[src/hdl/fssd_pkg.sv]
package fssd_pkg;
	// wishbone register byte addresses
	localparam logic [11:0] FSSD_ADR_REC0 = 12'h100;
	localparam logic [11:0] FSSD_ADR_REC1 = 12'h104;
	localparam logic [11:0] FSSD_ADR_REC2 = 12'h108;
	localparam logic [11:0] FSSD_ADR_REC3 = 12'h10c;
	localparam logic [11:0] FSSD_ADR_CTRL = 12'h200;
	localparam logic [11:0] FSSD_ADR_STAT = 12'h204;
	localparam logic [11:0] FSSD_ADR_LOAD = 12'h208;
	// record and control reset values
	localparam logic [31:0] FSSD_REC0_RST = 32'h0000_0000;
	localparam logic [31:0] FSSD_REC1_RST = 32'h00ff_0000;
	localparam logic [31:0] FSSD_REC2_RST = 32'hc800_0000;
	localparam logic [31:0] FSSD_REC3_RST = 32'h0000_0665;
	localparam logic [31:0] FSSD_CTRL_RST = 32'h0000_0000;
	// record 2 field positions
	localparam int FSSD_B_SPF = 14;
	localparam int FSSD_B_HSS = 13;
	localparam int FSSD_B_DPD1 = 12;
	localparam int FSSD_B_DPD0 = 11;
	localparam int FSSD_B_ERDLY = 9;
	localparam int FSSD_B_WRDLY = 8;
	localparam int FSSD_B_BBS = 4;
	localparam int FSSD_B_QIO = 3;
	localparam int FSSD_B_QO = 2;
	localparam int FSSD_B_DIO = 1;
	localparam int FSSD_B_DO = 0;
	// control register bits and boot-block swap limits
	localparam int FSSD_C_SWAP = 0;
	localparam int FSSD_C_PROT = 1;
	localparam int FSSD_C_PFS = 2;
	localparam int FSSD_C_HSS = 3;
	localparam int FSSD_C_WRHS = 8;
	localparam logic [2:0] FSSD_BBS_MAX = 3'h4;
	localparam int FSSD_ADDR_BASE_BIT = 16;
	// timing
	localparam int FSSD_CLK_MHZ = 50;
	localparam int FSSD_US_CYC = FSSD_CLK_MHZ;
	localparam logic [3:0] FSSD_IDLE_N_RST = 4'h5;
	// fetch state
	typedef enum logic [2:0] {
		FSSD_IDLE = 3'b001,
		FSSD_LOAD = 3'b010,
		FSSD_DONE = 3'b100
	} fssd_state_e;
	// decoded behaviour outputs travel together
	typedef struct packed {
		logic stop_prefetch_on_flush;
		logic host_sw_sequencing_enable;
		logic dev1_deep_powerdown_enable;
		logic dev0_deep_powerdown_enable;
		logic erase_poll_delay_enable;
		logic write_poll_delay_enable;
		logic quad_io_read_enable;
		logic quad_output_read_enable;
		logic dual_io_read_enable;
		logic dual_output_read_enable;
	} fssd_cfg_s;
	// discovery results from the flash
	typedef struct packed {
		logic table_found;
		logic dpd1;
		logic dpd0;
		logic qio;
		logic qo;
		logic dio;
		logic dout;
	} fssd_disc_s;
endpackage

[src/hdl/fssd_strap_decode.sv]
// The Wishbone interface to the registers was left to the implementer.
`timescale 1ns/1ps
module fssd_strap_decode
	import fssd_pkg::*;
#(
	parameter int IDLE_CNT_W = 32
) (
	input wire logic ref_clk,
	input wire logic srst,
	input wire logic clk_en,
	// resume-well reset and override strap
	input wire logic resume_well_reset_n,
	input wire logic override_strap,
	// descriptor fetch stream
	input wire logic fetch_valid,
	input wire logic [1:0] fetch_index,
	input wire logic [31:0] fetch_data,
	input wire logic fetch_last,
	input wire fssd_disc_s disc,
	input wire logic comp_dual_out_support,
	input wire logic boot_from_fwh,
	// flash activity
	input wire logic flash_idle,
	input wire logic erase_issued,
	input wire logic write_issued,
	input wire logic [26:0] req_addr,
	input wire logic req_program,
	input wire logic req_in_protected,
	// wishbone slave
	input wire logic wb_cyc_i,
	input wire logic wb_stb_i,
	input wire logic wb_we_i,
	input wire logic [11:0] wb_adr_i,
	input wire logic [3:0] wb_sel_i,
	input wire logic [31:0] wb_dat_i,
	output logic [31:0] wb_dat_o,
	output logic wb_ack_o,
	// decoded outputs
	output fssd_cfg_s cfg,
	output logic straps_ready,
	output logic fw_engine_disable,
	output logic [26:0] swapped_addr,
	output logic program_refused,
	output logic deep_powerdown_req,
	output logic poll_now
);
	fssd_state_e state, next_state;
	logic [31:0] rec [4];
	logic [31:0] next_rec [4];
	logic [31:0] ctrl, next_ctrl;
	logic rst_q, next_rst_q;
	logic fw_dis, next_fw_dis;
	logic [IDLE_CNT_W-1:0] idle_cnt, next_idle_cnt;
	logic dpd, next_dpd;
	logic ack, next_ack;
	logic [31:0] rdat, next_rdat;
	fssd_cfg_s next_cfg;
	logic [26:0] next_saddr;
	logic refuse, next_refuse;
	logic poll, next_poll;
	logic [3:0] idle_n;
	logic [IDLE_CNT_W-1:0] idle_lim;
	logic [2:0] bbs;
	logic wr_hit;

	// load records and control, latch strap on resume reset rising edge
	always_comb begin
		next_state = state;
		for (int i = 0; i < 4; i++) begin
			next_rec[i] = rec[i];
		end
		next_ctrl = ctrl;
		next_rst_q = resume_well_reset_n;
		next_fw_dis = fw_dis;
		if (resume_well_reset_n && !rst_q) begin
			next_fw_dis = override_strap;
		end
		// a write lands only at the edge where the master sees ack high
		wr_hit = wb_cyc_i && wb_stb_i && wb_we_i && ack;
		case (state)
			FSSD_IDLE: begin
				if (fetch_valid) begin
					next_state = FSSD_LOAD;
				end
			end
			FSSD_LOAD: begin
				if (fetch_last && fetch_valid) begin
					next_state = FSSD_DONE;
				end
			end
			FSSD_DONE: begin
				if (wr_hit && wb_adr_i == FSSD_ADR_LOAD && wb_sel_i[0]
						&& wb_dat_i[0]) begin
					next_state = FSSD_IDLE;
				end
			end
			default: next_state = FSSD_IDLE;
		endcase
		// records only load while fetching, never after
		if (state != FSSD_DONE && fetch_valid) begin
			next_rec[fetch_index] = fetch_data;
			if (fetch_index == 2'd2) begin
				// reset values of the live controls follow the strap
				next_ctrl[FSSD_C_PFS] = fetch_data[FSSD_B_SPF];
				next_ctrl[FSSD_C_HSS] = fetch_data[FSSD_B_HSS];
			end
		end
		if (wr_hit && wb_adr_i == FSSD_ADR_CTRL) begin
			for (int b = 0; b < 4; b++) begin
				if (wb_sel_i[b]) begin
					next_ctrl[b*8 +: 8] = wb_dat_i[b*8 +: 8];
				end
			end
		end
	end

	always_ff @(posedge ref_clk) begin
		if (srst) begin
			state <= FSSD_IDLE;
			rec[0] <= FSSD_REC0_RST;
			rec[1] <= FSSD_REC1_RST;
			rec[2] <= FSSD_REC2_RST;
			rec[3] <= FSSD_REC3_RST;
			ctrl <= FSSD_CTRL_RST;
			rst_q <= 1'b1; // pin idles high, so no false edge after reset
			fw_dis <= 1'b0;
		end else if (clk_en) begin
			state <= next_state;
			rec <= next_rec;
			ctrl <= next_ctrl;
			rst_q <= next_rst_q;
			fw_dis <= next_fw_dis;
		end
	end

	// decode of record 2 against discovery
	always_comb begin
		next_cfg.stop_prefetch_on_flush = ctrl[FSSD_C_PFS];
		next_cfg.host_sw_sequencing_enable = ctrl[FSSD_C_HSS];
		next_cfg.dev1_deep_powerdown_enable =
			rec[2][FSSD_B_DPD1] && disc.dpd1;
		next_cfg.dev0_deep_powerdown_enable =
			rec[2][FSSD_B_DPD0] && disc.dpd0;
		next_cfg.erase_poll_delay_enable = rec[2][FSSD_B_ERDLY];
		next_cfg.write_poll_delay_enable = rec[2][FSSD_B_WRDLY];
		next_cfg.quad_io_read_enable = rec[2][FSSD_B_QIO] && disc.qio;
		next_cfg.quad_output_read_enable = rec[2][FSSD_B_QO] && disc.qo;
		next_cfg.dual_io_read_enable = rec[2][FSSD_B_DIO] && disc.dio;
		// without a parameter table the component bit rules
		next_cfg.dual_output_read_enable = disc.table_found ?
			(rec[2][FSSD_B_DO] && disc.dout) : comp_dual_out_support;
		if (state != FSSD_DONE) begin
			next_cfg = '0; // no cfg bit is set before the fetch ends
		end
		// busy poll starts at once unless the delay strap allows waiting
		next_poll = (erase_issued && !rec[2][FSSD_B_ERDLY])
			|| (write_issued && !rec[2][FSSD_B_WRDLY]);
		bbs = rec[2][FSSD_B_BBS +: 3];
		next_saddr = req_addr;
		if (ctrl[FSSD_C_SWAP]) begin
			if (boot_from_fwh) begin
				next_saddr[FSSD_ADDR_BASE_BIT] = ~req_addr[FSSD_ADDR_BASE_BIT];
			end else if (bbs <= FSSD_BBS_MAX) begin
				next_saddr[FSSD_ADDR_BASE_BIT + 32'(bbs)] =
					~req_addr[FSSD_ADDR_BASE_BIT + 32'(bbs)];
			end // reserved codes leave the address alone
		end
		// protection beats the override strap
		next_refuse = req_program && ctrl[FSSD_C_PROT] && req_in_protected;
	end

	always_ff @(posedge ref_clk) begin
		if (srst) begin
			cfg <= '0;
			poll <= 1'b0;
			swapped_addr <= '0;
			refuse <= 1'b0;
		end else if (clk_en) begin
			cfg <= next_cfg;
			poll <= next_poll;
			swapped_addr <= next_saddr;
			refuse <= next_refuse;
		end
	end

	// idle timer for deep power-down; limit is 2^N microseconds
	always_comb begin
		idle_n = rec[3][3:0];
		idle_lim = IDLE_CNT_W'(FSSD_US_CYC) << idle_n;
		next_idle_cnt = idle_cnt;
		next_dpd = dpd;
		if (!flash_idle || state != FSSD_DONE) begin
			next_idle_cnt = '0;
			next_dpd = 1'b0;
		end else if (idle_cnt >= idle_lim - 1'b1) begin
			next_dpd = cfg.dev0_deep_powerdown_enable
				|| cfg.dev1_deep_powerdown_enable;
		end else begin
			next_idle_cnt = idle_cnt + 1'b1;
		end
	end

	always_ff @(posedge ref_clk) begin
		if (srst) begin
			idle_cnt <= '0;
			dpd <= 1'b0;
		end else if (clk_en) begin
			idle_cnt <= next_idle_cnt;
			dpd <= next_dpd;
		end
	end

	// wishbone read mux; ack one cycle after strobe, dropped next cycle
	always_comb begin
		next_ack = wb_cyc_i && wb_stb_i && !ack;
		next_rdat = rdat;
		if (wb_cyc_i && wb_stb_i && !ack && !wb_we_i) begin
			case (wb_adr_i)
				FSSD_ADR_REC0: next_rdat = rec[0];
				FSSD_ADR_REC1: next_rdat = rec[1];
				FSSD_ADR_REC2: next_rdat = rec[2];
				FSSD_ADR_REC3: next_rdat = rec[3];
				FSSD_ADR_CTRL: next_rdat = ctrl;
				FSSD_ADR_STAT: next_rdat = {29'h0, fw_dis, dpd,
					state == FSSD_DONE};
				default: next_rdat = 32'h0000_0000;
			endcase
		end
	end

	always_ff @(posedge ref_clk) begin
		if (srst) begin
			ack <= 1'b0;
			rdat <= '0;
		end else if (clk_en) begin
			ack <= next_ack;
			rdat <= next_rdat;
		end
	end

	assign wb_ack_o = ack;
	assign wb_dat_o = rdat;
	assign straps_ready = state == FSSD_DONE;
	assign fw_engine_disable = fw_dis;
	assign program_refused = refuse;
	assign deep_powerdown_req = dpd;
	assign poll_now = poll;
endmodule // fssd_strap_decode

[config.mk]
export PLATFORM = sky130hd
export DESIGN_NAME = fssd_strap_decode
export DESIGN_NICKNAME = d
export VERILOG_FILES = /design/src/hdl/fssd_pkg.sv /design/src/hdl/fssd_strap_decode.sv
export SDC_FILE = /design/constraint.sdc
export NUM_CORES = 1
export LEC_CHECK = 0
export BUFFER_PORTS_ARGS = -buffer_cell sky130_fd_sc_hd__buf_4
export CAP_MARGIN = 5
export CORE_UTILIZATION = 40
export DETAILED_ROUTE_END_ITERATION = 16
export SYNTH_ARGS = -nofsm -noshare
export SYNTH_HDL_FRONTEND = slang
export SYNTH_SLANG_ARGS = --single-unit
[constraint.sdc]
create_clock -name ref_clk -period 4.2 [get_ports ref_clk]
set_input_delay 0.21 -clock ref_clk [delete_from_list [all_inputs] [get_ports ref_clk]]
set_output_delay 0.21 -clock ref_clk [all_outputs]
set_load 0.02 [all_outputs]
Word-level counts from Yosys, hierarchy flattened
Index checks and enable logic that the tools add are counted.
{"block": "totals", "regBits": 270, "output_inout_bits": 75, "elab_cells": 130, "input_bits": 133}
{"block": "classes", "n_mux": 28, "n_reduce_logical": 44, "shifts": 1, "magnitude_cmp": 6, "addsub": 3, "n_bitwise": 3, "n_eq_ne": 16}
{"cell": "32-bit one-hot mux with 6 select lines", "n": 1}
{"cell": "128-bit bitwise mux", "n": 1}
{"cell": "32-bit two-way mux", "n": 3}
{"cell": "32-bit demux with 2-bit select", "n": 1}
{"cell": "27-bit two-way mux", "n": 2}
{"cell": "12-bit by 9-bit equality test with 1-bit output (second input constant)", "n": 4}
{"cell": "12-bit by 10-bit equality test with 1-bit output (second input constant)", "n": 3}
{"cell": "32-bit by 1-bit adder with 32-bit output (second input constant)", "n": 1}
{"cell": "32-bit >= comparator", "n": 1}
{"cell": "6-bit by 4-bit << shifter with 32-bit output (first input constant)", "n": 1}
{"cell": "32-bit by 1-bit subtractor with 32-bit output (second input constant)", "n": 1}
{"cell": "27-bit bitwise mux", "n": 1}
{"cell": "1-bit logical AND", "n": 24}
{"cell": "10-bit two-way mux", "n": 2}
{"cell": "16-bit two-way mux", "n": 1}
{"cell": "3-bit AND reduction", "n": 4}
{"cell": "2-bit AND reduction", "n": 5}
{"cell": "3-bit two-way mux", "n": 3}
{"cell": "3-bit one-hot mux with 3 select lines", "n": 1}
{"cell": "4-bit two-way mux", "n": 2}
{"cell": "5-bit by 3-bit adder with 6-bit output (first input constant)", "n": 1}
{"cell": "6-bit by 1-bit >= comparator with 1-bit output (second input constant)", "n": 1}
{"cell": "1-bit logical NOT", "n": 6}
{"cell": "6-bit less-than comparator (second input constant)", "n": 1}
{"cell": "other kinds (19)", "n": 30}

Logic depth before layout (Yosys ltp)
{"block": "logic_depth", "ltp_word": 9, "mapped_depth": 18, "ltp_nobuf": 16}

Least setup slack after synthesis
No wires, ideal clock.
{"block": "synth_timing", "kind": "register -> register", "from": "register rec, in the netlist idle_n[1]", "to": "register idle_cnt[10]", "synth_period_minus_slack_ns": 3.599, "path_stages_with_launch": 19, "slack_ns": 0.601, "setup_ns": 0.088, "required_time_ns": 4.112, "t_arrival_ns": 3.512, "path_buffers": 2, "cell_sequence": "dfxtp_1 -> inv_1 -> ha_1 -> nand2_1 -> ha_1 -> nand2_1 -> or2_2 -> nand3_1 -> o211ai_1 -> ha_1 -> nand4_1 -> nor3_1 -> a21oi_1 -> a31oi_1 -> o31a_1 -> clkbuf_1 -> clkbuf_1 -> o21ai_0 -> o31ai_1"}
{"block": "synth_between", "elab_chain_len": 5}
{"item": "start, declared", "line_no": "fssd_strap_decode.sv:48", "rtl": "logic [31:0] rec [4];"}
{"item": "start signal, assigned", "line_no": "fssd_strap_decode.sv:129", "rtl": "rec <= next_rec;"}
{"item": "6-bit by 4-bit << shifter with 32-bit output", "line_no": "fssd_strap_decode.sv:189", "rtl": "idle_lim = IDLE_CNT_W'(FSSD_US_CYC) << idle_n;"}
{"item": "32-bit by 1-bit subtractor with 32-bit output", "line_no": "fssd_strap_decode.sv:195", "rtl": "end else if (idle_cnt >= idle_lim - 1'b1) begin"}
{"item": "32-bit >= comparator", "line_no": "fssd_strap_decode.sv:195"}
{"item": "2-bit inequality test (no source line)"}
{"item": "2-bit AND reduction (no source line)"}
{"item": "end signal, assigned", "line_no": "fssd_strap_decode.sv:208", "rtl": "idle_cnt <= next_idle_cnt;"}
{"item": "end, declared", "line_no": "fssd_strap_decode.sv:53", "rtl": "logic [IDLE_CNT_W-1:0] idle_cnt, next_idle_cnt;"}
Every way passes these cells.
A chain may end at the register's enable or synchronous reset.

Worst setup path after layout
{"block": "layout_timing", "from": "register rec, in the netlist idle_n[1]", "to": "register idle_cnt[12]"}
The elaborated chain is that of the path after synthesis.

==> qor.yml <==
status:
  outcome: "complete, no violations"
floorplan:
  io_pins: 208
  die-area_um2: 31600
  die_height_um: 178
  fp.dieW_um: 178
  initial_core_util_pct: 41.2
  rows: 63
  core-area_um2: 30000
setup_path:
  rr_worst_depth: 16
  cp.required_ps: 4680
  r2r-start: "idle_n[1]$_SDFFE_PP0P_"
  criticalPathCategory: "flop to flop"
  reg2reg_to: "idle_cnt[12]$_SDFFE_PP0P_"
  critPathLaunchType: "flop"
  rrSetupSlack_ps: 500
  endpoint_kind: "flop"
  crit_arrival_ps: 4190
  crit_fanout: 18
timing:
  skew_ps: 13.8
  tightest_slew_ps: 1180
  finalCritPeriodShare_pct: 88.1
  maxSlewViolCount: 0
  timing.final.hold_violations: 0
  fin_tns_setup_ps: 0
  rsz0062_at_grt: "no"
  finalSetupViolations: 0
  slew-limit-headroom_pct: 21.3
  post-route-min-period_ps: 3700
  max_clock_freq_ghz: 0.270
synthesis:
  synth_top_cell_by_area: "dfxtp_1"
  ys.warnings.count: 0
  synth_cell_types: 58
  synth.top_cell.area_share_pct: 43.7
  synth_area_um2: 12400
  postSynthAreaPerCell_um2: 7.84
  synth-async-reset-ratio_pct: 0
  syn_inst: 1577
  synthFlopType: "dfxtp_1"
  synth-edff-count: 0
  yosysSeqAreaShare_pct: 43.7
  synthTopCellsByArea: "dfxtp_1, nand2_1, a21oi_1"
  ys_ff_latch: 270
clock_tree:
  clkLatencyLatePin_ps: 560
  root_buffer: "clkbuf_16"
  cts_setup_buffers: 0
  numCtsBuffers: 31
  cts_tree: "built"
  cts_sinks: 270
  clockBufferDepth: 3
  cts.htree.levels: 1
  clkTransAtPathRegs_ps: 60
detailed_routing:
  drt_iter0_markers: 1167
  antenna_left: 0
  drc_errors: 0
  firstDrtPassIters: 5
  detail_route.wirelength_um: 40000
  wire_per_inst_um: 17.7
  vias: 12160
  avgViaCountPerCell: 5.38
grt:
  grt.total_usage_pct: 24.9
  antenna_found_initial: 1
  grt_first_pass_wirelength_um: 62200
  grt_overflow: 0
  grt_pass1_vias: 11342
  grt_max_degree: 129
hold_path:
  worstHoldStart: "wb_sel_i[1]"
  hold_class: "input pin to flop"
  hold_depth: 3
  worstHoldEndpoint: "ctrl[8]$_SDFFE_PP0P_"
final_layout:
  layout_common_cells: "nand2_1, dfxtp_1, buf_4, a21oi_1, dlygate4sd3_1"
  fin_cells: 2261
  fillers: 2816
  postLayoutCellArea_um2: 16400
  final_net_count: 2017
  area_growth_pct: 32.7
  final_common_cell: "nand2_1"
  finish.utilization_pct: 54.6
  drive_gt1_share_pct: 16.0
power:
  p_sw_share_pct: 22.9
  seqPwrFrac_pct: 44.5
  p_int_uw: 4580
  clkPwrFrac_pct: 46.8
  ir_drop_v: 0.000283
  power_frac_comb_pct: 8.7
  p_leak_uw: 0.00643
  power_switching_uw: 1360
  pwr_density_cell_nw_per_um2: 362
placed_design:
  dpl_cell_area_um2: 14200
  io_buffers: 207
  place_congestion: 0.860
  dp_hpwl_um: 26500
  dp.cells: 2089
run:
  cap_violations: 0
## power groups by stage
stage | combinational, uW | sequential (uW) | clock [uW]
after floorplan | 216 | 2710 | 0
after global placement | 432 | 2700 | 0
after detailed placement | 439 | 2700 | 0
after CTS | 513 | 2640 | 2840
after global routing | 560 | 2650 | 2940
final | 517 | 2640 | 2780
## worst max-delay path by stage
stage	slack [ps]	cells past startpoint	end	from
5_1_grt	120	18	idle_cnt[10]$_SDFFE_PP0P_	idle_n[1]$_SDFFE_PP0P_
2_1_floorplan	600	18	idle_cnt[10]$_SDFFE_PP0P_	idle_n[1]$_SDFFE_PP0P_
3_3_place_gp	560	15	idle_cnt[21]$_SDFFE_PP0P_	idle_n[1]$_SDFFE_PP0P_
6_report	500	16	idle_cnt[12]$_SDFFE_PP0P_	idle_n[1]$_SDFFE_PP0P_
3_5_place_dp	410	18	idle_cnt[3]$_SDFFE_PP0P_	idle_n[1]$_SDFFE_PP0P_
4_1_cts	380	16	idle_cnt[12]$_SDFFE_PP0P_	idle_n[1]$_SDFFE_PP0P_
## cells by family (layout without fill, tap and decap cells)
family,count (synthesis),in the layout,share of synthesized area [%]
AOI/OAI and AO/OA,388,388,18.3
xor gates and xnor gates,7,7,0.496
adders and majority gates,37,37,3.75
buffers and inverters,132,415,4.15
DFF,270,270,43.7
muxes,68,68,5.94
other,1,12,0.0303
and+or+nand+nor,674,674,23.6
## repair_timing
action	CTS	global route
hold buffers	114	1
gates resized for setup	0	1
hold endpoints to repair	191	1
endpoints found under the setup margin	0	20
## per-stage QoR
stage / hold slack (ps) / power (uW) / setup WS, ps
3_5_place_dp: 433 / 3140 / 411
3_3_place_gp: 428 / 3130 / 564
4_1_cts: 1.64 / 5990 / 383
5_1_grt: 23.0 / 6150 / 115
6_report: 23.5 / 5940 / 499
2_1_floorplan: 328 / 2930 / 601
## worst max-delay path, stage by stage (launching register included)
cell and delay (ps):
dfxtp_2 430, inv_1 140, ha_1 270, nor3_1 380
a21boi_0 250, mux2_2 330, nand2_1 70, ha_1 240
nand4_1 120, nor3_1 80, a21oi_1 120, a31oi_1 90
buf_4 160, nor3_4 450, buf_12 220, nand4_1 90
o21ai_0 160
## sequential cells by signal, indices dropped and copies added, names as in the netlist
register            cells
rec                   121
ctrl                   32
idle_cnt               32
wb_dat_o               32
swapped_addr           27
cfg                    10
idle_n                  4
bbs                     3
state                   3
deep_powerdown_req      1
fw_engine_disable       1
poll_now                1
program_refused         1
rst_q                   1
wb_ack_o                1
## synth_stat cells (2+ instances only)
master    instances
a41oi_1           2
a21oi_1         191
o21ai_0          68
o21ai_1           5
nor2b_1           3
nand2b_1          5
or2_2             5
mux2i_1          61
clkbuf_1         98
xor2_1            3
a211o_1           2
dfxtp_1         270
buf_2             5
a221oi_1          6
a22o_1            2
inv_1            16
a211oi_1          6
nor2_1          105
nand4_1          25
nor3b_1           2
and2_1            9
ha_1             37
mux2_2            3
nand2_1         409
mux4_2            4
nand3_1          60
a31oi_1          10
and3_1           11
a22oi_1          62
or3_1             2
and4_1            2
buf_4             3
xnor2_1           4
buf_1             9
o31ai_1           8
nand3b_1         18
a21o_1            2
a221o_1           2
o211ai_1         15
nor3_1            9
## routing by layer
layer / global-route usage, % / up-vias / share of wire [%]
met3: 3.28 / 59 / 6.0
met2: 39.3 / 415 / 44
met1: 35.5 / 5680 / 48
met5: 0 / - / 0
met4: 6.45 / 0 / 2.3
li1: - / 6006 / -
## final cells by class
cell class,count,area [um2],area share [%]
well taps,390,488,2.98
repair buffers,342,2870,17.5
inverters,17,63.8,0.389
clock inverters,9,149,0.908
flip-flops and latches,270,5410,33.0
clock buffers,47,906,5.52
multi-input cells,1185,6510,39.7
diodes,1,2.50,0.0153
Note: power is estimated with default switching activity, not from simulation.
